**src/rtl/sync_slave_pkg.sv**
```systemverilog
// Constants shared by the synchronous slave serial port.
package sync_slave_pkg;
   // Register addresses on the plain register port.
   localparam logic [3:0] ADDR_TX_STATUS_CONTROL = 4'h0;
   localparam logic [3:0] ADDR_RX_STATUS_CONTROL = 4'h1;
   localparam logic [3:0] ADDR_TRANSMIT_DATA     = 4'h2;
   localparam logic [3:0] ADDR_RECEIVE_DATA      = 4'h3;
   localparam logic [3:0] ADDR_INTERRUPT_CONTROL = 4'h4;
   localparam logic [3:0] ADDR_PERIPH_IRQ_ENABLE = 4'h5;
   localparam logic [3:0] ADDR_PERIPH_IRQ_FLAGS  = 4'h6;
   // Transmit status and control fields.
   localparam int TXS_CLOCK_SOURCE_MASTER = 7;
   localparam int TXS_NINE_BIT_SELECT     = 6;
   localparam int TXS_TRANSMIT_ENABLE     = 5;
   localparam int TXS_SYNC_SELECT         = 4;
   localparam int TXS_SHIFT_EMPTY         = 1;
   localparam int TXS_NINTH_BIT           = 0;
   // Receive status and control fields.
   localparam int RXS_PORT_ENABLE         = 7;
   localparam int RXS_NINE_BIT_SELECT     = 6;
   localparam int RXS_SINGLE_RECEIVE      = 5;
   localparam int RXS_CONTINUOUS_RECEIVE  = 4;
   localparam int RXS_OVERRUN             = 1;
   localparam int RXS_NINTH_BIT           = 0;
   // Interrupt control, enable and flag fields.
   localparam int INT_GLOBAL_ENABLE       = 7;
   localparam int INT_PERIPH_ENABLE       = 6;
   localparam int PIR_RECEIVE             = 5;
   localparam int PIR_TRANSMIT            = 4;
   // Reset values, character lengths and receive buffer depth.
   localparam logic [7:0] RESET_BYTE      = 8'h00;
   localparam logic [3:0] BITS_EIGHT      = 4'h8;
   localparam logic [3:0] BITS_NINE       = 4'h9;
   localparam int         RX_DEPTH        = 2;
endpackage : sync_slave_pkg

```
**src/rtl/sync_serial_slave_port.sv**
```systemverilog
// Synchronous slave serial port: register file, transmit path, receive path.
`timescale 1ns/1ps
module sync_serial_slave_port (
   input  wire logic       clk_i,
   input  wire logic       resetn_i,
   input  wire logic [3:0] addr_i,
   input  wire logic [7:0] wdata_i,
   input  wire logic       we_i,
   input  wire logic       re_i,
   output logic      [7:0] rdata_o,
   input  wire logic       serial_clock_pin_i,
   output logic            serial_clock_pin_o,
   output logic            serial_clock_pin_oe_n_o,
   input  wire logic       serial_data_pin_i,
   output logic            serial_data_pin_o,
   output logic            serial_data_pin_oe_n_o,
   output logic            wake_o,
   output logic            irq_vector_o
);

   ////////////////////////////////////////////////////////////////////////////////
   // Software registers.
   //
   // Address map of the plain register port:
   //   0x0 transmit control: clock source master, nine-bit select, transmit enable,
   //       sync select, shift-empty status (read only) and the ninth transmit bit.
   //   0x1 receive control: port enable, nine-bit select, single and continuous
   //       receive, overrun status and the ninth bit of the oldest character.
   //   0x2 transmit data, write only; 0x3 receive data, read only, pops on read.
   //   0x4 global and peripheral interrupt enables.
   //   0x5 receive and transmit interrupt enables.
   //   0x6 receive and transmit flags, read only, derived from live state.
   // Flags are computed from state rather than held sticky, so software never
   // has to clear them and a stale flag cannot survive a port reset.

   logic [7:0] tx_ctl_r;
   logic [7:0] rx_ctl_r;
   logic [1:0] int_ctl_r;
   logic [1:0] irq_en_r;

   logic port_enable;
   logic active;
   logic tx_mode;
   logic rx_run;
   logic wr_tx_ctl;
   logic wr_rx_ctl;
   logic wr_tx_data;
   logic rd_rx_data;

   assign port_enable = rx_ctl_r[sync_slave_pkg::RXS_PORT_ENABLE];
   // Slave operation needs sync select set and clock source master clear.
   assign active      = port_enable
                        & tx_ctl_r[sync_slave_pkg::TXS_SYNC_SELECT]
                        & ~tx_ctl_r[sync_slave_pkg::TXS_CLOCK_SOURCE_MASTER];
   // Either receive enable selects receive mode; both clear selects transmit.
   assign tx_mode     = active & ~rx_ctl_r[sync_slave_pkg::RXS_SINGLE_RECEIVE]
                        & ~rx_ctl_r[sync_slave_pkg::RXS_CONTINUOUS_RECEIVE];
   // Only continuous receive runs the shifter; single receive is ignored here.
   assign rx_run      = active & rx_ctl_r[sync_slave_pkg::RXS_CONTINUOUS_RECEIVE];

   assign wr_tx_ctl   = we_i & (addr_i == sync_slave_pkg::ADDR_TX_STATUS_CONTROL);
   assign wr_rx_ctl   = we_i & (addr_i == sync_slave_pkg::ADDR_RX_STATUS_CONTROL);
   assign wr_tx_data  = we_i & (addr_i == sync_slave_pkg::ADDR_TRANSMIT_DATA);
   assign rd_rx_data  = re_i & (addr_i == sync_slave_pkg::ADDR_RECEIVE_DATA);

   // Control registers; status bits inside them are overlaid on read.
   // Interrupt enables keep only their two meaningful bits each.
   always_ff @(posedge clk_i or negedge resetn_i) begin
      if (!resetn_i) begin
         tx_ctl_r  <= sync_slave_pkg::RESET_BYTE;
         rx_ctl_r  <= sync_slave_pkg::RESET_BYTE;
         int_ctl_r <= 2'h0;
         irq_en_r  <= 2'h0;
      end else begin
         if (wr_tx_ctl) begin
            tx_ctl_r <= wdata_i;
         end
         if (wr_rx_ctl) begin
            rx_ctl_r <= wdata_i;
         end
         if (we_i && addr_i == sync_slave_pkg::ADDR_INTERRUPT_CONTROL) begin
            int_ctl_r <= {wdata_i[sync_slave_pkg::INT_GLOBAL_ENABLE],
                          wdata_i[sync_slave_pkg::INT_PERIPH_ENABLE]};
         end
         if (we_i && addr_i == sync_slave_pkg::ADDR_PERIPH_IRQ_ENABLE) begin
            irq_en_r <= {wdata_i[sync_slave_pkg::PIR_RECEIVE],
                         wdata_i[sync_slave_pkg::PIR_TRANSMIT]};
         end
      end
   end

   ////////////////////////////////////////////////////////////////////////////////
   // Pin synchronisers and edge detection.

   logic [2:0] sck_sync_r;
   logic [2:0] dt_sync_r;
   logic       sck_lvl_r;
   logic       dt_lvl_r;
   logic       sck_rise;
   logic       sck_fall;

   // Three stages per pin; a change counts once stages two and three agree.
   // Stage one feeds stage two only, so it never gates a decision.
   // An edge is seen about three system clocks after the pin moves, so each
   // half period of the link clock must span at least four system clocks.
   // The data pin shares the same latency, keeping it aligned with its clock.
   always_ff @(posedge clk_i or negedge resetn_i) begin
      if (!resetn_i) begin
         sck_sync_r <= 3'h0;
         dt_sync_r  <= 3'h0;
         sck_lvl_r  <= 1'b0;
         dt_lvl_r   <= 1'b0;
      end else begin
         sck_sync_r <= {sck_sync_r[1:0], serial_clock_pin_i};
         dt_sync_r  <= {dt_sync_r[1:0], serial_data_pin_i};
         if (sck_sync_r[1] == sck_sync_r[2]) begin
            sck_lvl_r <= sck_sync_r[2];
         end
         if (dt_sync_r[1] == dt_sync_r[2]) begin
            dt_lvl_r <= dt_sync_r[2];
         end
      end
   end

   // Leading edge is the rising one, trailing the falling one.
   assign sck_rise = (sck_sync_r[1] == sck_sync_r[2]) & sck_sync_r[2] & ~sck_lvl_r;
   assign sck_fall = (sck_sync_r[1] == sck_sync_r[2]) & ~sck_sync_r[2] & sck_lvl_r;

   ////////////////////////////////////////////////////////////////////////////////
   // Transmit path: holding register and shift register.

   // Character length from a nine-bit select.
   // Shared by both directions; each passes its own nine-bit select, so their lengths can differ.
   function automatic logic [3:0] char_bits(input logic nine);
      char_bits = nine ? sync_slave_pkg::BITS_NINE : sync_slave_pkg::BITS_EIGHT;
   endfunction : char_bits

   logic [8:0] hold_r;
   logic       hold_full_r;
   logic [8:0] tsr_r;
   logic       tsr_busy_r;
   logic [3:0] tx_cnt_r;
   logic       dt_out_r;
   logic       tx_done;
   logic       tx_load;
   logic       tx_flag;

   // The shifter ends its character on the trailing edge of the last bit.
   assign tx_done = tsr_busy_r & sck_fall
                    & (tx_cnt_r == char_bits(tx_ctl_r[sync_slave_pkg::TXS_NINE_BIT_SELECT]));
   // A held word moves as soon as the shifter is free or just finished.
   // Loading on the same cycle as done keeps back-to-back characters gapless.
   assign tx_load = hold_full_r & (~tsr_busy_r | tx_done)
                    & tx_ctl_r[sync_slave_pkg::TXS_TRANSMIT_ENABLE];

   // Holding register; the ninth bit is captured when the low byte is written.
   always_ff @(posedge clk_i or negedge resetn_i) begin
      if (!resetn_i) begin
         hold_r      <= 9'h000;
         hold_full_r <= 1'b0;
      end else if (!port_enable) begin
         hold_full_r <= 1'b0;
      end else if (wr_tx_data) begin
         hold_r      <= {tx_ctl_r[sync_slave_pkg::TXS_NINTH_BIT]
                         & tx_ctl_r[sync_slave_pkg::TXS_NINE_BIT_SELECT], wdata_i};
         hold_full_r <= 1'b1;
      end else if (tx_load) begin
         hold_full_r <= 1'b0;
      end
   end

   // Shift register: next bit goes out on each leading edge, LSB first.
   // The master samples on the trailing edge, so data has a half period to settle.
   // Limitation: the pin follows a leading edge only after the synchroniser
   // delay plus one clock, so a fast master eats into that settling time.
   always_ff @(posedge clk_i or negedge resetn_i) begin
      if (!resetn_i) begin
         tsr_r      <= 9'h000;
         tsr_busy_r <= 1'b0;
         tx_cnt_r   <= 4'h0;
         dt_out_r   <= 1'b1;
      end else if (!port_enable) begin
         tsr_busy_r <= 1'b0;
         tx_cnt_r   <= 4'h0;
         dt_out_r   <= 1'b1;
      end else if (tx_load) begin
         tsr_r      <= hold_r;
         tsr_busy_r <= 1'b1;
         tx_cnt_r   <= 4'h0;
      end else if (tx_done) begin
         tsr_busy_r <= 1'b0;
      end else if (tsr_busy_r && tx_mode && sck_rise) begin
         dt_out_r <= tsr_r[0];
         tsr_r    <= {1'b0, tsr_r[8:1]};
         tx_cnt_r <= tx_cnt_r + 4'h1;
      end
   end

   // Transmit flag shows an empty holding register, only while enabled.
   // Written while transmit is disabled, a word simply waits in the holding register.
   assign tx_flag = ~hold_full_r & tx_ctl_r[sync_slave_pkg::TXS_TRANSMIT_ENABLE]
                    & port_enable;

   ////////////////////////////////////////////////////////////////////////////////
   // Receive path: shift register, two-deep buffer and overrun.

   logic [8:0] rsr_r;
   logic [3:0] rx_cnt_r;
   logic [8:0] rx_mem_r [sync_slave_pkg::RX_DEPTH];
   logic       rd_ptr_r;
   logic       wr_ptr_r;
   logic [1:0] rx_count_r;
   logic       overrun_r;
   logic       rx_done;
   logic       rx_push;
   logic       rx_pop;
   logic [8:0] rx_char;
   logic [3:0] rx_len;
   logic       rx_flag;

   assign rx_len  = char_bits(rx_ctl_r[sync_slave_pkg::RXS_NINE_BIT_SELECT]);
   // Character completes when the last bit is sampled on a trailing edge.
   assign rx_done = rx_run & ~overrun_r & sck_fall & (rx_cnt_r == rx_len - 4'h1);
   // Assemble the finished character, aligned to bit zero.
   assign rx_char = rx_ctl_r[sync_slave_pkg::RXS_NINE_BIT_SELECT]
                    ? {dt_lvl_r, rsr_r[8:1]} : {1'b0, dt_lvl_r, rsr_r[8:2]};
   // A pop in the same cycle frees a slot, so a full buffer still accepts.
   assign rx_push = rx_done & ((rx_count_r != 2'h2) | rx_pop);
   assign rx_pop  = rd_rx_data & (rx_count_r != 2'h0);

   // Receive shifter samples data on each trailing edge, LSB first.
   // Once overrun stands, nothing further is shifted in until it clears.
   // The bit counter is cleared whenever the receiver is stopped, so a frame
   // cut short by software never leaves a partial count for the next one.
   always_ff @(posedge clk_i or negedge resetn_i) begin
      if (!resetn_i) begin
         rsr_r    <= 9'h000;
         rx_cnt_r <= 4'h0;
      end else if (!rx_run) begin
         rx_cnt_r <= 4'h0;
      end else if (sck_fall && !overrun_r) begin
         rsr_r    <= {dt_lvl_r, rsr_r[8:1]};
         rx_cnt_r <= rx_done ? 4'h0 : rx_cnt_r + 4'h1;
      end
   end

   // Buffer array; stored characters are never overwritten.
   // No reset on the array: the occupancy count decides what is valid.
   always_ff @(posedge clk_i) begin
      if (rx_push) begin
         rx_mem_r[wr_ptr_r] <= rx_char;
      end
   end

   // Buffer pointers and occupancy.
   always_ff @(posedge clk_i or negedge resetn_i) begin
      if (!resetn_i) begin
         rd_ptr_r   <= 1'b0;
         wr_ptr_r   <= 1'b0;
         rx_count_r <= 2'h0;
      end else if (!port_enable) begin
         rd_ptr_r   <= 1'b0;
         wr_ptr_r   <= 1'b0;
         rx_count_r <= 2'h0;
      end else begin
         if (rx_push) begin
            wr_ptr_r <= ~wr_ptr_r;
         end
         if (rx_pop) begin
            rd_ptr_r <= ~rd_ptr_r;
         end
         rx_count_r <= rx_count_r + {1'b0, rx_push} - {1'b0, rx_pop};
      end
   end

   // Overrun: a third whole character with the buffer full.
   // A new overrun in the same cycle as the clearing write still sets it.
   // Characters already stored stay readable while the flag stands.
   always_ff @(posedge clk_i or negedge resetn_i) begin
      if (!resetn_i) begin
         overrun_r <= 1'b0;
      end else if (rx_done && rx_count_r == 2'h2 && !rx_pop) begin
         overrun_r <= 1'b1;
      end else if (!port_enable || !rx_ctl_r[sync_slave_pkg::RXS_CONTINUOUS_RECEIVE]) begin
         overrun_r <= 1'b0;
      end
   end

   assign rx_flag = (rx_count_r != 2'h0);

   ////////////////////////////////////////////////////////////////////////////////
   // Read mux, registered so data stands in the cycle after the strobe.

   logic [8:0] rx_top;
   logic [7:0] rd_val;

   assign rx_top = (rx_count_r != 2'h0) ? rx_mem_r[rd_ptr_r] : 9'h000;

   // Status bits are overlaid on the stored control bytes.
   // Decoding is on the live address so the answer reflects state at the strobe.
   always_comb begin
      rd_val = sync_slave_pkg::RESET_BYTE;
      case (addr_i)
         sync_slave_pkg::ADDR_TX_STATUS_CONTROL: begin
            rd_val = tx_ctl_r;
            rd_val[sync_slave_pkg::TXS_SHIFT_EMPTY] = ~tsr_busy_r;
         end
         sync_slave_pkg::ADDR_RX_STATUS_CONTROL: begin
            rd_val = rx_ctl_r;
            rd_val[3:2] = 2'h0;
            rd_val[sync_slave_pkg::RXS_OVERRUN]   = overrun_r;
            rd_val[sync_slave_pkg::RXS_NINTH_BIT] = rx_top[8];
         end
         sync_slave_pkg::ADDR_RECEIVE_DATA: begin
            rd_val = rx_top[7:0];
         end
         sync_slave_pkg::ADDR_INTERRUPT_CONTROL: begin
            rd_val[sync_slave_pkg::INT_GLOBAL_ENABLE] = int_ctl_r[1];
            rd_val[sync_slave_pkg::INT_PERIPH_ENABLE] = int_ctl_r[0];
         end
         sync_slave_pkg::ADDR_PERIPH_IRQ_ENABLE: begin
            rd_val[sync_slave_pkg::PIR_RECEIVE]  = irq_en_r[1];
            rd_val[sync_slave_pkg::PIR_TRANSMIT] = irq_en_r[0];
         end
         sync_slave_pkg::ADDR_PERIPH_IRQ_FLAGS: begin
            rd_val[sync_slave_pkg::PIR_RECEIVE]  = rx_flag;
            rd_val[sync_slave_pkg::PIR_TRANSMIT] = tx_flag;
         end
         default: begin
            rd_val = sync_slave_pkg::RESET_BYTE;
         end
      endcase
   end

   // Read data register; holds zero on cycles without a read strobe.
   // Returning zero outside a read keeps the bus quiet for wired-or sharing.
   always_ff @(posedge clk_i or negedge resetn_i) begin
      if (!resetn_i) begin
         rdata_o <= sync_slave_pkg::RESET_BYTE;
      end else begin
         rdata_o <= re_i ? rd_val : sync_slave_pkg::RESET_BYTE;
      end
   end

   ////////////////////////////////////////////////////////////////////////////////
   // Wake and vector outputs, registered.

   logic irq_pending;

   // A flag counts only when its own enable is set.
   assign irq_pending = (tx_flag & irq_en_r[0]) | (rx_flag & irq_en_r[1]);

   // Wake needs no global enable, so Sleep is left by any enabled flag while the peripheral enable is set.
   always_ff @(posedge clk_i or negedge resetn_i) begin
      if (!resetn_i) begin
         wake_o       <= 1'b0;
         irq_vector_o <= 1'b0;
      end else begin
         wake_o       <= int_ctl_r[0] & irq_pending;
         irq_vector_o <= int_ctl_r[1] & int_ctl_r[0] & irq_pending;
      end
   end

   ////////////////////////////////////////////////////////////////////////////////
   // Pin drivers.

   // The clock pin is an input only in slave mode.
   // Master mode is outside this block, so the clock driver stays off always.
   assign serial_clock_pin_o      = 1'b0;
   assign serial_clock_pin_oe_n_o = 1'b1;
   // Data is driven only in slave transmit mode; master timing is relied upon.
   // Outside transmit mode the line is released to the far end.
   assign serial_data_pin_o       = dt_out_r;
   assign serial_data_pin_oe_n_o  = ~tx_mode;

endmodule : sync_serial_slave_port

```
**config.mk**
```make
export PLATFORM = sky130hd
export DESIGN_NAME = sync_serial_slave_port
export DESIGN_NICKNAME = d
export VERILOG_FILES = /design/src/rtl/sync_slave_pkg.sv /design/src/rtl/sync_serial_slave_port.sv
export SDC_FILE = /design/constraint.sdc
export NUM_CORES = 1
export LEC_CHECK = 0
export ABC_CLOCK_PERIOD_IN_PS = 3600
export BUFFER_PORTS_ARGS = -buffer_cell sky130_fd_sc_hd__buf_2
export CAP_MARGIN = 20
export CORE_MARGIN = 3
export CORE_UTILIZATION = 40
export CTS_CLUSTER_SIZE = 8
export DETAILED_ROUTE_END_ITERATION = 7
export SLEW_MARGIN = 20
export SYNTH_ARGS = -nofsm -noshare
export SYNTH_HDL_FRONTEND = slang
export SYNTH_SLANG_ARGS = --single-unit
```
**constraint.sdc**
```tcl
create_clock -name clk_i -period 3.6 [get_ports clk_i]
set_clock_uncertainty 0.2 [all_clocks]
set_input_delay 0.18 -clock clk_i [delete_from_list [all_inputs] [get_ports clk_i]]
set_output_delay 0.18 -clock clk_i [all_outputs]
set_load 0.005 [all_outputs]
```
==> summary.md, run 1 <==
The net count of the finished layout is 406. For the maximum vdd drop, the log shows 0.226 mV. In the post-route analysis, the smallest setup slack over all paths is 602 ps. The instance area at placement is 0.00440 mm2, and the sum of buffers and inverters on the critical path is 1. Setup violations remaining at the end of the flow were counted as 0. The fraction of power spent switching nets is 0.268. The tree built by TritonCTS fans out to 93 sinks. The netlist area before placement came out at 0.00413 mm2.

The floorplan has 36 rows. Type of the worst setup path: reg2reg. The count of antenna diodes in the layout was 0; the top fanout value on the critical path was 13. The run gives 0 as the number of antenna violations at the first check in global routing. The tools report the accumulated negative setup slack as 0 ps. Along the worst hold path, the cell count comes to 3. At the end of routability-driven placement, the weighted congestion stood at 0.809.

Measured in cells, the most critical reg-to-reg path has a length of 9. The wire-length estimate of the detail-placed layout is 5870 um. For the maximum clock insertion buffer count, the log shows 2.

Counting the buffers created by CTS gives 9. The tools report the tightest slew margin relative to the limit as 0.378. The total track usage was 0.160; the proportion of power drawn by the clock network was 0.304. Synthesized instance count: 342. The actual slew at the worst max-slew pin was 933 ps. The signal on the critical path passes through nand4b_1, or3_1, or3_1, ha_1, inv_1, ha_1, xor2_1, xnor2_1, nor2_1. In this run the critical register-to-register path is launched from rx_ctl_r[7]. For the required time of the worst setup path, the log shows 3640 ps.

The most used flip-flop cell after synthesis is sky130_fd_sc_hd__dfrtp_1. Starting density of the core: 0.416. The run gives 0 as the final number of max-transition violations. The slowest cell on the critical path is sky130_fd_sc_hd__dfrtp_1. In the layout the commonest cells are sky130_fd_sc_hd__dfrtp_1, sky130_fd_sc_hd__nand2_1, sky130_fd_sc_hd__mux2_2. Counting flops with a built-in enable in the synthesized netlist gives 18.

The endpoint identified for the worst register-to-register timing path is rx_count_r[1]. The share of the clock period used by the worst path after layout came out at 0.833. The power density over cell area works out to 442 mW/mm2. Leaving out fill and tap cells, the most frequent cell in the layout is sky130_fd_sc_hd__dfrtp_1. Setup slack on the worst reg-to-reg path comes out at 600 ps. With fillers left out, the area of the finished cells amounts to 0.00469 mm2. Arrival time reported for the critical path endpoint: 3040 ps. The number of global-route vias before repair was 2726; the post-detailed-route via-to-cell ratio was 5.16. After the flow finishes, the layout carries non-filler instances totaling 520. The run gives 32 as the number of top-level design ports. STA classifies the critical path endpoint as a register. The first global-routing pass estimated 14300 um of wire. In this run the most critical hold path is launched from re_i.

Sum of overflow across all layers after global routing: 0. In this run, distinct cell masters in the synthesized netlist total 49. Routed signal wires occupy layers up through met4. From synthesis to final layout, the design area changed by 13.6%.

Dividing the detail-routed wire length by the instance count gives 16.3 um. The floorplan step defined a die boundary enclosing 0.0116 mm2. On the worst path, the slowest cell contributes a delay of 600 ps. In the detailed route, the total length drawn on met2 is 3780 um. The run finished with clean final reports. Clock-pin slew was measured on the worst setup and hold paths at 90 ps. The final critical path time including I/O delays and setup is 3000 ps, and the flip-flop and latch count after synthesis is 93. The number of endpoints with negative hold slack in the final report is 0, and the total of buffers placed on input and output ports is 29.

The post-synthesis async set-or-reset flop share is 0.806, and the pin count of the biggest net entering global routing is 76. The startpoint type of the worst setup path was a register. The number of routed nets with antenna violations is 0, and the residual DRC count is 0. The width of the die is 108 um. On the critical path the largest part of the delay comes from simple AND/OR/NAND/NOR gates.

Yosys printed 0 warnings. In the final routing, the length of wire on met1 measures 4180 um. In this run, the number of DRC markers left after iteration 0 of detailed routing was 150. The die boundary height was 108 um. Clock tree synthesis selected as its root buffer the cell sky130_fd_sc_hd__clkbuf_8. Setup repair after global routing left no endpoint under its margin.

At the placement stage, the worst setup path has a slack of 623 ps. A synthesized cell averages 12.1 um2. The floorplan step defined a core boundary enclosing 0.00991 mm2. Cell internal power was estimated by the tool at 0.00152 W.

For the worst-skew pair, the clock arrives at the later sink with an insertion delay of 360 ps. The number of iterations in the first detailed-routing pass was 4; the number of max-cap violations was 0. Combinational power share: 0.099.

The worst hold path terminates at rdata_o[1]. The run gives 334 MHz as the highest clock rate. The share of synthesized area occupied by flip-flops and latches was 0.586; the sum of met3 wire segment lengths after detailed routing was 321 um. After detailed routing, the total wire length is 8500 um. When the netlist entered floorplanning its net count stood at 366.

Type of the tightest min-delay check: in2reg. The switching power was 0.000555 W; the H-tree depth was 3. Once placement completed, the tool counted placed cells totaling 493. The final cell utilization of the core was 0.473. TritonCTS built the clock tree. The share of final-layout standard cells stronger than drive strength 1 is 0.284.

The run gives 2685 as the total via count after detailed routing. Portion of total power attributed to sequential cells: 0.596. Static leakage power: 2.05 nW.
cells in the mapped netlist, types with 2 or more instances:
library cell,instances,area [um2]
sky130_fd_sc_hd__o22ai_1,2,12.5
sky130_fd_sc_hd__buf_2,6,30.0
sky130_fd_sc_hd__nor2b_1,6,37.5
sky130_fd_sc_hd__nand4_1,2,12.5
sky130_fd_sc_hd__mux2_2,34,383
sky130_fd_sc_hd__a21oi_1,6,30.0
sky130_fd_sc_hd__o21bai_1,2,15.0
sky130_fd_sc_hd__a31oi_1,3,18.8
sky130_fd_sc_hd__edfxtp_1,18,541
sky130_fd_sc_hd__dfrtp_1,74,1850
sky130_fd_sc_hd__ha_1,6,75.1
sky130_fd_sc_hd__o221a_2,9,101
sky130_fd_sc_hd__a2bb2oi_1,4,35.0
sky130_fd_sc_hd__o32a_1,3,30.0
sky130_fd_sc_hd__clkbuf_1,6,22.5
sky130_fd_sc_hd__or3_1,4,25.0
sky130_fd_sc_hd__nand3_1,10,50.1
sky130_fd_sc_hd__a22o_1,2,17.5
sky130_fd_sc_hd__nand2b_1,3,18.8
sky130_fd_sc_hd__o21ai_0,6,30.0
sky130_fd_sc_hd__conb_1,2,7.51
sky130_fd_sc_hd__xnor2_1,4,35.0
sky130_fd_sc_hd__xor2_1,4,35.0
sky130_fd_sc_hd__nand2_1,45,169
sky130_fd_sc_hd__a32o_1,2,20.0
sky130_fd_sc_hd__or2_2,12,75.1
sky130_fd_sc_hd__buf_1,2,7.51
sky130_fd_sc_hd__buf_4,2,15.0
sky130_fd_sc_hd__inv_1,12,45.0
sky130_fd_sc_hd__nand4b_1,2,17.5
sky130_fd_sc_hd__nand3b_1,2,15.0
sky130_fd_sc_hd__nor3_1,3,15.0
sky130_fd_sc_hd__mux2i_1,10,100
sky130_fd_sc_hd__and2_1,4,25.0
sky130_fd_sc_hd__nor2_1,16,60.1
per-stage QoR:
step / power, W / hold slack, ps
after floorplan: 0.00137 / -316
after global placement: 0.00145 / 91.9
after detailed placement: 0.00145 / 89.4
after CTS: 0.00210 / 34.8
after global routing: 0.00218 / 48.1
final: 0.00207 / 31.0
sequential cells by signal, indices dropped and copies added, names as in the netlist, 2 cells and up:
register    cells
dt_sync_r       3
hold_r          9
int_ctl_r       2
irq_en_r        2
rdata_o         8
rsr_r           8
rx_cnt_r        4
rx_count_r      2
rx_ctl_r        4
rx_mem_r       18
sck_sync_r      3
tsr_r           9
tx_cnt_r        4
tx_ctl_r        7
worst max path at each step:
stage / startpoint / endpoint / slack [ps] / cells past startpoint
after floorplan: sck_sync_r[1] / rx_count_r[1] / 930 / 13
after global placement: rx_ctl_r[7] / rx_count_r[1] / 710 / 9
after detailed placement: rx_ctl_r[7] / rx_count_r[1] / 620 / 9
after CTS: rx_ctl_r[7] / rx_count_r[1] / 610 / 9
after global routing: rx_ctl_r[7] / rx_count_r[1] / 400 / 9
final: rx_ctl_r[7] / rx_count_r[1] / 600 / 9
kinds of logic after synthesis:
family                     synth area share
xor gates and xnor gates             0.0170
and+or+nand+nor                       0.138
buffers and inverters                0.0291
DFF                                   0.586
AOI/OAI and AO/OA                    0.0904
muxes                                 0.117
adders and majority gates            0.0206
other                               0.00182
power by group through the flow:
stage,sequential (W),combinational [W],clock (W)
2_1_floorplan,0.00122,0.000151,0
3_3_place_gp,0.00125,0.000196,0
3_5_place_dp,0.00126,0.000199,0
4_1_cts,0.00124,0.000209,0.000654
5_1_grt,0.00125,0.000229,0.000703
6_report,0.00124,0.000206,0.000631
metal layers:
layer	vias to the layer above	global-route usage
met2	62	0.238
li1	1287	-
met5	-	0
met1	1317	0.226
met3	19	0.0330
met4	0	0.0676
what timing repair did:
item / in CTS / in global routing
hold buffers: 11 / 0
setup buffers: 0 / 0
hold endpoints to repair: 99 / 0
resized for setup: 0 / 0
layout make-up:
class / instances / area (um2)
well taps: 133 / 166
repair buffers: 45 / 295
clock buffers: 9 / 124
clock inverters: 7 / 51.3
fillers: 929 / 5220
flip-flops and latches: 93 / 2420
multi-input cells: 221 / 1590
inverters: 12 / 45.0
worst min-delay path, cell delays in order:
cell,delay [ps]
sky130_fd_sc_hd__buf_2,130
sky130_fd_sc_hd__nand3_1,160
sky130_fd_sc_hd__nor2_1,80
No activity file was read; power rests on OpenSTA's default activity.
==> run 2: changes to the inputs <==
--- a/config.mk
+++ b/config.mk
@@ -5,7 +5,8 @@
 export SDC_FILE = /design/constraint.sdc
 export NUM_CORES = 1
 export LEC_CHECK = 0
-export ABC_CLOCK_PERIOD_IN_PS = 3600
+export ABC_AREA = 1
+export ABC_CLOCK_PERIOD_IN_PS = 2700
 export BUFFER_PORTS_ARGS = -buffer_cell sky130_fd_sc_hd__buf_2
 export CAP_MARGIN = 20
 export CORE_MARGIN = 3
==> constraint.sdc (replaced) <==
create_clock -name clk_i -period 2.7 [get_ports clk_i]
set_clock_uncertainty 0.2 [all_clocks]
set_input_delay 0.135 -clock clk_i [delete_from_list [all_inputs] [get_ports clk_i]]
set_output_delay 0.135 -clock clk_i [all_outputs]
set_load 0.005 [all_outputs]
==> summary.md, run 2 <==
The run finished with clean final reports. The H-tree was split into 3 levels. In the final timing run, aggregate negative setup slack is 0 ps. The run gives 0 as the synthesis warning total. In this run the post-CTS setup repair buffer count came out at 0. Dividing total power by cell area gives a power density of 577 mW/mm2. The number of hold buffers added after CTS was 17.

The design draws 0.00278 W. In the synthesized netlist, the cells that appear most often are sky130_fd_sc_hd__nand2_1, sky130_fd_sc_hd__dfrtp_1, sky130_fd_sc_hd__inv_1, sky130_fd_sc_hd__o21ai_0, sky130_fd_sc_hd__nand3_1. On the worst path, the slowest cell contributes a delay of 590 ps.

Detailed placement finished with a half-perimeter wire length of 6380 um. The per-instance average area after synthesis is 8.96 um2. The number of nets in the synthesized netlist is 491. For the number of nets in the layout, the log shows 539. The required time of the worst setup path was 2750 ps.

The first routing iteration left 165 violations. The most common library cell in the layout ignoring fill and taps is sky130_fd_sc_hd__nand2_1. TritonCTS built the clock tree. In this design, the critical path's most frequently occurring cell is sky130_fd_sc_hd__dlygate4sd3_1.

Endpoint type of the worst setup path: a register. The share of the clock period used by the worst path after layout is 0.886, and the number of flops mapped to enable cells by yosys is 18. The die boundary height is 108 um, and the number of iterations in the first detailed-routing pass is 4. The largest total area in the synthesized netlist belongs to sky130_fd_sc_hd__dfrtp_1. The number of endpoints with negative hold slack in the final report was 0; the portion of synthesized cell area occupied by the leading cell type was 0.443. The run gives 3046 as the number of global-route vias before repair. The run gives 0 as the count of endpoints failing setup in the final report.

The share of final-layout standard cells stronger than drive strength 1 is 0.131, and the count of standard-cell rows is 36. The run gives 0.0117 mm2 as the full die area. The critical path goes through dlygate4sd3_1, buf_2, nor2_1, dlygate4sd3_1, nand3_1, nand2_1, o21ai_0, dlygate4sd3_1. The tightest slew margin relative to the limit is 0.355. After detailed routing, the number of remaining DRC violations is 0. After clock tree synthesis, the clock-pin slew on the worst setup and hold paths is 90 ps. The tools report the maximum vdd drop as 0.235 mV. Setup repair after global routing left no endpoint under its margin.

By area the synthesized netlist is led by sky130_fd_sc_hd__dfrtp_1, sky130_fd_sc_hd__edfxtp_1, sky130_fd_sc_hd__nand2_1. The root buffer selected by CTS is sky130_fd_sc_hd__clkbuf_8. The run gives 0.818 as the last weighted congestion value of the routability-driven placer. For this run, the leading register cell type out of synthesis is sky130_fd_sc_hd__dfrtp_1. STA classifies the critical path startpoint as a primary input. The actual slew at the worst max-slew pin is 967 ps. After clock tree synthesis, the repair step resized 0 gates. The repair_antennas step left the layout with diodes totalling 0. The arrival time reported for the critical path endpoint is 2440 ps. The total overflow left after global routing is 0.

The run gives 93 as the clock sink count. Slowest cell on the critical path: sky130_fd_sc_hd__dlygate4sd3_1. The routed layout has 3125 vias. The flip-flop count of the largest register after layout was 18. After detailed routing, the average wire length per cell comes to 13.5 um. After technology mapping, the gate count stands at 467. In the final layout, the registers with the most flip-flops are rx_mem_r: 18 flops, hold_r: 9 flops, tsr_r: 9 flops. The netlist uses 37 different library cells.

Max-cap violations in this run came to 0. The min-delay analysis places its worst path in the category in2reg. The number of routed nets with antenna violations came out at 0.

The clock reaches the later pin of the worst-skew pair after 360 ps. For the core area, the log shows 0.00995 mm2. The final cell utilization of the core came out at 0.484.

The static leakage power came out at 2.31 nW. The first global-routing pass estimated 15000 um of wire. For the fill cell total of the finished layout, the log shows 951.

Static timing analysis puts the maximum clock frequency at 418 MHz. The floorplan step set the die width to 108 um. Summing every instance area after synthesis gives 0.00418 mm2.

Relative to the synthesized area, the layout overhead comes to 15.1%. The library cells used most frequently in the layout, excluding fill and tap cells, are sky130_fd_sc_hd__nand2_1, sky130_fd_sc_hd__dfrtp_1, sky130_fd_sc_hd__inv_1. Counting flops per register, the top entry is rx_mem_r.

The post-synthesis async set-or-reset flop share was 0.806; the share of synthesized area occupied by flip-flops and latches was 0.578. Pin count of the biggest net entering global routing: 76. Summed over all layers, the routed wires come to 8830 um. For the finished layout, the period the worst path requires is 2390 ps.

Port buffering added 29 buffers. The top fanout value on the critical path was 4; the post-detailed-route via-to-cell ratio was 4.79. The worst setup path is of the in2reg kind. The number of top-level design ports was 32; the flip-flop and latch count after synthesis was 93.

The run gives 0 as the number of antenna violations at the first check in global routing. The most instantiated library cell after synthesis is sky130_fd_sc_hd__nand2_1. The clock passes through at most 2 buffers. For the starting density of the core, the log shows 0.420.

For the final number of max-transition violations, the log shows 0. The logs give 0.164 for the total track usage and 9 for the number of buffers created by CTS.
## run 2: cell types whose count changed in the layout (fill, tap and decap cells not counted), sizes merged, moves of 6 or more
cell,before,now
a21oi,6,13
dlygate4sd3,11,17
inv,13,61
mux2,34,0
mux2i,10,1
nand2,45,142
nand3,10,30
nor2,16,28
nor2b,6,0
o21ai,6,51
o221a,9,0
or2,12,2
## run 2: final timing paths
check                           endpoint     startpoint  depth (start not counted)  slack [ps]
max                         int_ctl_r[1]      addr_i[1]                          8         310
min in group asynchronous     rdata_o[4]       resetn_i                          2         240
max reg2reg                rx_count_r[1]  sck_sync_r[1]                         14         370
min                           rdata_o[2]      addr_i[3]                          6          50
min reg2reg                 dt_sync_r[1]   dt_sync_r[0]                          0         160
max in group asynchronous    rx_cnt_r[3]       resetn_i                          2        1400
## run 2: metal layers
| layer | wire length, um | global-route usage | up-vias |
|---|---|---|---|
| li1 | - | - | 1591 |
| met1 | 4220 | 0.222 | 1455 |
| met2 | 4090 | 0.256 | 55 |
| met3 | 320 | 0.0340 | 24 |
| met4 | 204 | 0.0721 | 0 |
| met5 | 0 | 0 | - |
## run 2: final cells by class
type                    instances  area (um2)  area share
clock buffers                  10         128      0.0265
flip-flops and latches         93        2420       0.502
clock inverters                 6        70.1      0.0145
inverters                      59         221      0.0460
repair buffers                 50         348      0.0722
multi-input cells             302        1470       0.304
well taps                     133         166      0.0345
## run 2: worst max-delay path: cells and delay by family
kind | cells | cell delay [ps]
compound gates | 1 | 70
buf+inv | 4 | 1850
simple gates | 3 | 370
## run 2: stage by stage
step / instance area, um2 / setup WS, ps / hold slack [ps] / instances
final: 4820 / 307 / 49.3 / 653
after global routing: 4820 / 111 / 96.5 / 653
after CTS: 4820 / 347 / 37.0 / 653
after detailed placement: 4450 / 372 / 44.7 / 620
after global placement: 4450 / 418 / 46.4 / 620
after floorplan: 4180 / 623 / -361 / 467
## run 2: logic make-up (layout without fill, tap and decap cells)
logic type                 Yosys count  in the layout  synth area share
and+or+nand+nor                    214            214             0.220
adders and majority gates            7              7            0.0203
AOI/OAI and AO/OA                   73             73            0.0954
muxes                                1              1           0.00239
other                                2              2           0.00179
xor gates and xnor gates             5              5            0.0105
DFF                                 93             93             0.578
buffers and inverters               72            125            0.0718
## run 2: power breakdown
part / leakage, nW / internal, W / switching, W / total (W)
Sequential: 1.18 / 0.00152 / 0.0000623 / 0.00158
Clock: 0.101 / 0.000437 / 0.000503 / 0.000940
Combinational: 1.04 / 0.0000971 / 0.000167 / 0.000264
==> run 3: changes to the inputs <==
--- a/config.mk
+++ b/config.mk
@@ -10,7 +10,7 @@
 export BUFFER_PORTS_ARGS = -buffer_cell sky130_fd_sc_hd__buf_2
 export CAP_MARGIN = 20
 export CORE_MARGIN = 3
-export CORE_UTILIZATION = 40
+export CORE_UTILIZATION = 35
 export CTS_CLUSTER_SIZE = 8
 export DETAILED_ROUTE_END_ITERATION = 7
 export SLEW_MARGIN = 20
==> summary.md, run 3 (same netlist as run 2, synthesis figures left out) <==
For the total track usage, the log shows 0.139. Pin placement for this block handled 32 I/O pins. Setup repair after global routing left no endpoint under its margin. The worst setup path is launched from a register. After routing, the total negative slack on setup checks comes to 0 ps.

In the final layout, the multi-input gates occupy 0.00147 mm2. The flip-flop count of the largest register after layout was 18. Tracing the worst setup path back leads to its startpoint at sck_sync_r[2].

The register containing the most flip-flops in the final layout was rx_mem_r. The floorplan has 39 rows. For the number of buffers created by CTS, the log shows 9.

The detail-routed net length per standard cell was 13.1 um; the number of antenna violations at the first check in global routing was 0. The flow ran to the end, and the final reports show no timing, DRC or antenna violations. The smallest clock period supported by the final layout is computed as 2350 ps.

For this design the ratio of total power to cell area is 664 mW/mm2. The floorplan step set the die width to 115 um. The required time of the worst setup path was 2720 ps; the slack of the worst reg-to-reg path was 350 ps. Entering global routing, the biggest net connects 76 pins.

Across the VDD grid, the largest voltage drop is 0.315 mV. The number of global-route vias before repair is 3041. The tools report the final worst slack as 350 ps. The DRC violation total after the first TritonRoute iteration was 261. The worst setup path is captured at a register.

Flip-flop and latch area: 0.00242 mm2. The number of routed nets with antenna violations is 0, and the clock sink count is 93. The arrival time reported for the critical path endpoint is 2370 ps, and the number of iterations in the first detailed-routing pass is 5. Setup violations remaining at the end of the flow were counted as 0.

At the pin with the least slew margin, the transition time is 928 ps. The count of buffers added by post-CTS timing repair for setup was 0; the final HPWL from detailed placement was 6110 um. Routability-driven placement finished with a final weighted congestion of 0.779. From synthesis to final layout, the design area changed by 18.0%.

The core region is 0.0116 mm2. Hold is met by 20.8 ps. The most common library cell in the layout ignoring fill and taps is sky130_fd_sc_hd__nand2_1.

The finished layout holds 659 standard cells, fillers aside. The starting density of the core was 0.362; the clock transition at the register clock pins on the worst setup and hold paths after CTS was 70 ps. The repair_antennas step left the layout with diodes totalling 0.

Max-cap violations in this run came to 0. In this run the static leakage power is 2.36 nW. The setup path with the least slack is of type reg2reg.

The tightest slew margin relative to the limit came out at 0.381. TritonCTS built the clock tree. The global-route wire length before repair came out at 14500 um. The share of final-layout standard cells stronger than drive strength 1 was 0.132; the total instance count after detailed placement was 630. The post-detailed-route via-to-cell ratio is 4.77, and the final number of max-transition violations is 0. The launch point of the worst reg-to-reg path is sck_sync_r[2].

Detailed routing inserted a total of 3142 vias. Summed over all layers, the routed wires come to 8620 um. Prior to clock tree synthesis, the placed netlist has a worst setup slack of 336 ps.

The clock reaches the later pin of the worst-skew pair after 340 ps. After filler insertion, the fill cell instance count of the layout stands at 1140. Global routing finished with a remaining overflow of 0. The root buffer selected by CTS is sky130_fd_sc_hd__clkbuf_16.

The number of cells on the worst reg-to-reg path is 14. The worst setup path endpoint is rx_count_r[1]. The H-tree was split into 3 levels. The die covers 0.0133 mm2. Share of the clock period used by the worst path after layout: 0.870. The die is 115 um tall. The number of endpoints with negative hold slack in the final report is 0. In the final layout, the registers with the most flip-flops are rx_mem_r: 18 flops, hold_r: 9 flops, tsr_r: 9 flops.

Static timing analysis puts the maximum clock frequency at 426 MHz. Leaving out fill and tap cells, the most frequent cells in the layout are sky130_fd_sc_hd__nand2_1, sky130_fd_sc_hd__dfrtp_1, sky130_fd_sc_hd__inv_1. At the end of the flow, the number of nets in the layout was 535. The tools report the capture point of the worst reg-to-reg path as rx_count_r[1]. The total of buffers placed on input and output ports works out to 29.

No sink is reached through more buffers than the 2 on the longest clock path. Of all nets on the critical path, the largest fanout is 19. Type of the tightest min-delay check: in2reg. The residual DRC count came out at 0.
-- run 3: stage by stage --
stage	total power, W	instance area (um2)	util
final	0.00328	4940	0.427
after floorplan	0.00174	4180	-
after global routing	0.00342	4940	0.427
after detailed placement	0.00185	4460	0.386
after global placement	0.00184	4460	0.386
after CTS	0.00332	4940	0.427
-- run 3: per-layer routing --
metal,GRT usage,share of wire,vias to the layer above
li1,-,-,1589
met1,0.195,0.50,1479
met2,0.211,0.44,57
met3,0.0263,0.033,17
met4,0.0618,0.027,0
met5,0,0,-
-- run 3: worst min path at each step --
stage / startpoint / to / slack, ps / cells past startpoint
6_report: addr_i[1] / rdata_o[4] / 20 / 5
5_1_grt: addr_i[1] / rdata_o[4] / 30 / 5
4_1_cts: addr_i[1] / rdata_o[2] / 9 / 5
3_5_place_dp: serial_clock_pin_i / sck_sync_r[0] / 60 / 1
3_3_place_gp: serial_data_pin_i / dt_sync_r[0] / 50 / 1
2_1_floorplan: resetn_i / dt_lvl_r / -360 / 0
-- run 3: power breakdown --
part,switching (W),internal (W)
sequential,0.0000605,0.00152
combinational,0.000167,0.0000907
clock,0.000535,0.000910
-- run 3: layout make-up --
cell class | count | area share
flip-flops and latches | 93 | 0.490
clock inverters | 7 | 0.0243
multi-input cells | 302 | 0.297
inverters | 59 | 0.0449
well taps | 143 | 0.0362
clock buffers | 9 | 0.0456
repair buffers | 46 | 0.0623
-- run 3: worst max-delay path, stage by stage, from the launching register on --
cell and delay (ps):
sky130_fd_sc_hd__dfrtp_1 380, sky130_fd_sc_hd__inv_1 80, sky130_fd_sc_hd__ha_1 150, sky130_fd_sc_hd__nand2_1 50, sky130_fd_sc_hd__inv_1 70, sky130_fd_sc_hd__nand2_1 50, sky130_fd_sc_hd__inv_1 70, sky130_fd_sc_hd__nand2_2 190
sky130_fd_sc_hd__inv_1 150, sky130_fd_sc_hd__nand3_1 140, sky130_fd_sc_hd__ha_1 310, sky130_fd_sc_hd__inv_1 40, sky130_fd_sc_hd__ha_1 170, sky130_fd_sc_hd__xor2_1 150, sky130_fd_sc_hd__nor2_1 50
-- run 3: timing repair --
item / 4_1_cts / 5_1_grt
hold buffers: 13 / 0
gates resized for setup: 0 / 0
hold endpoints to repair: 97 / 0
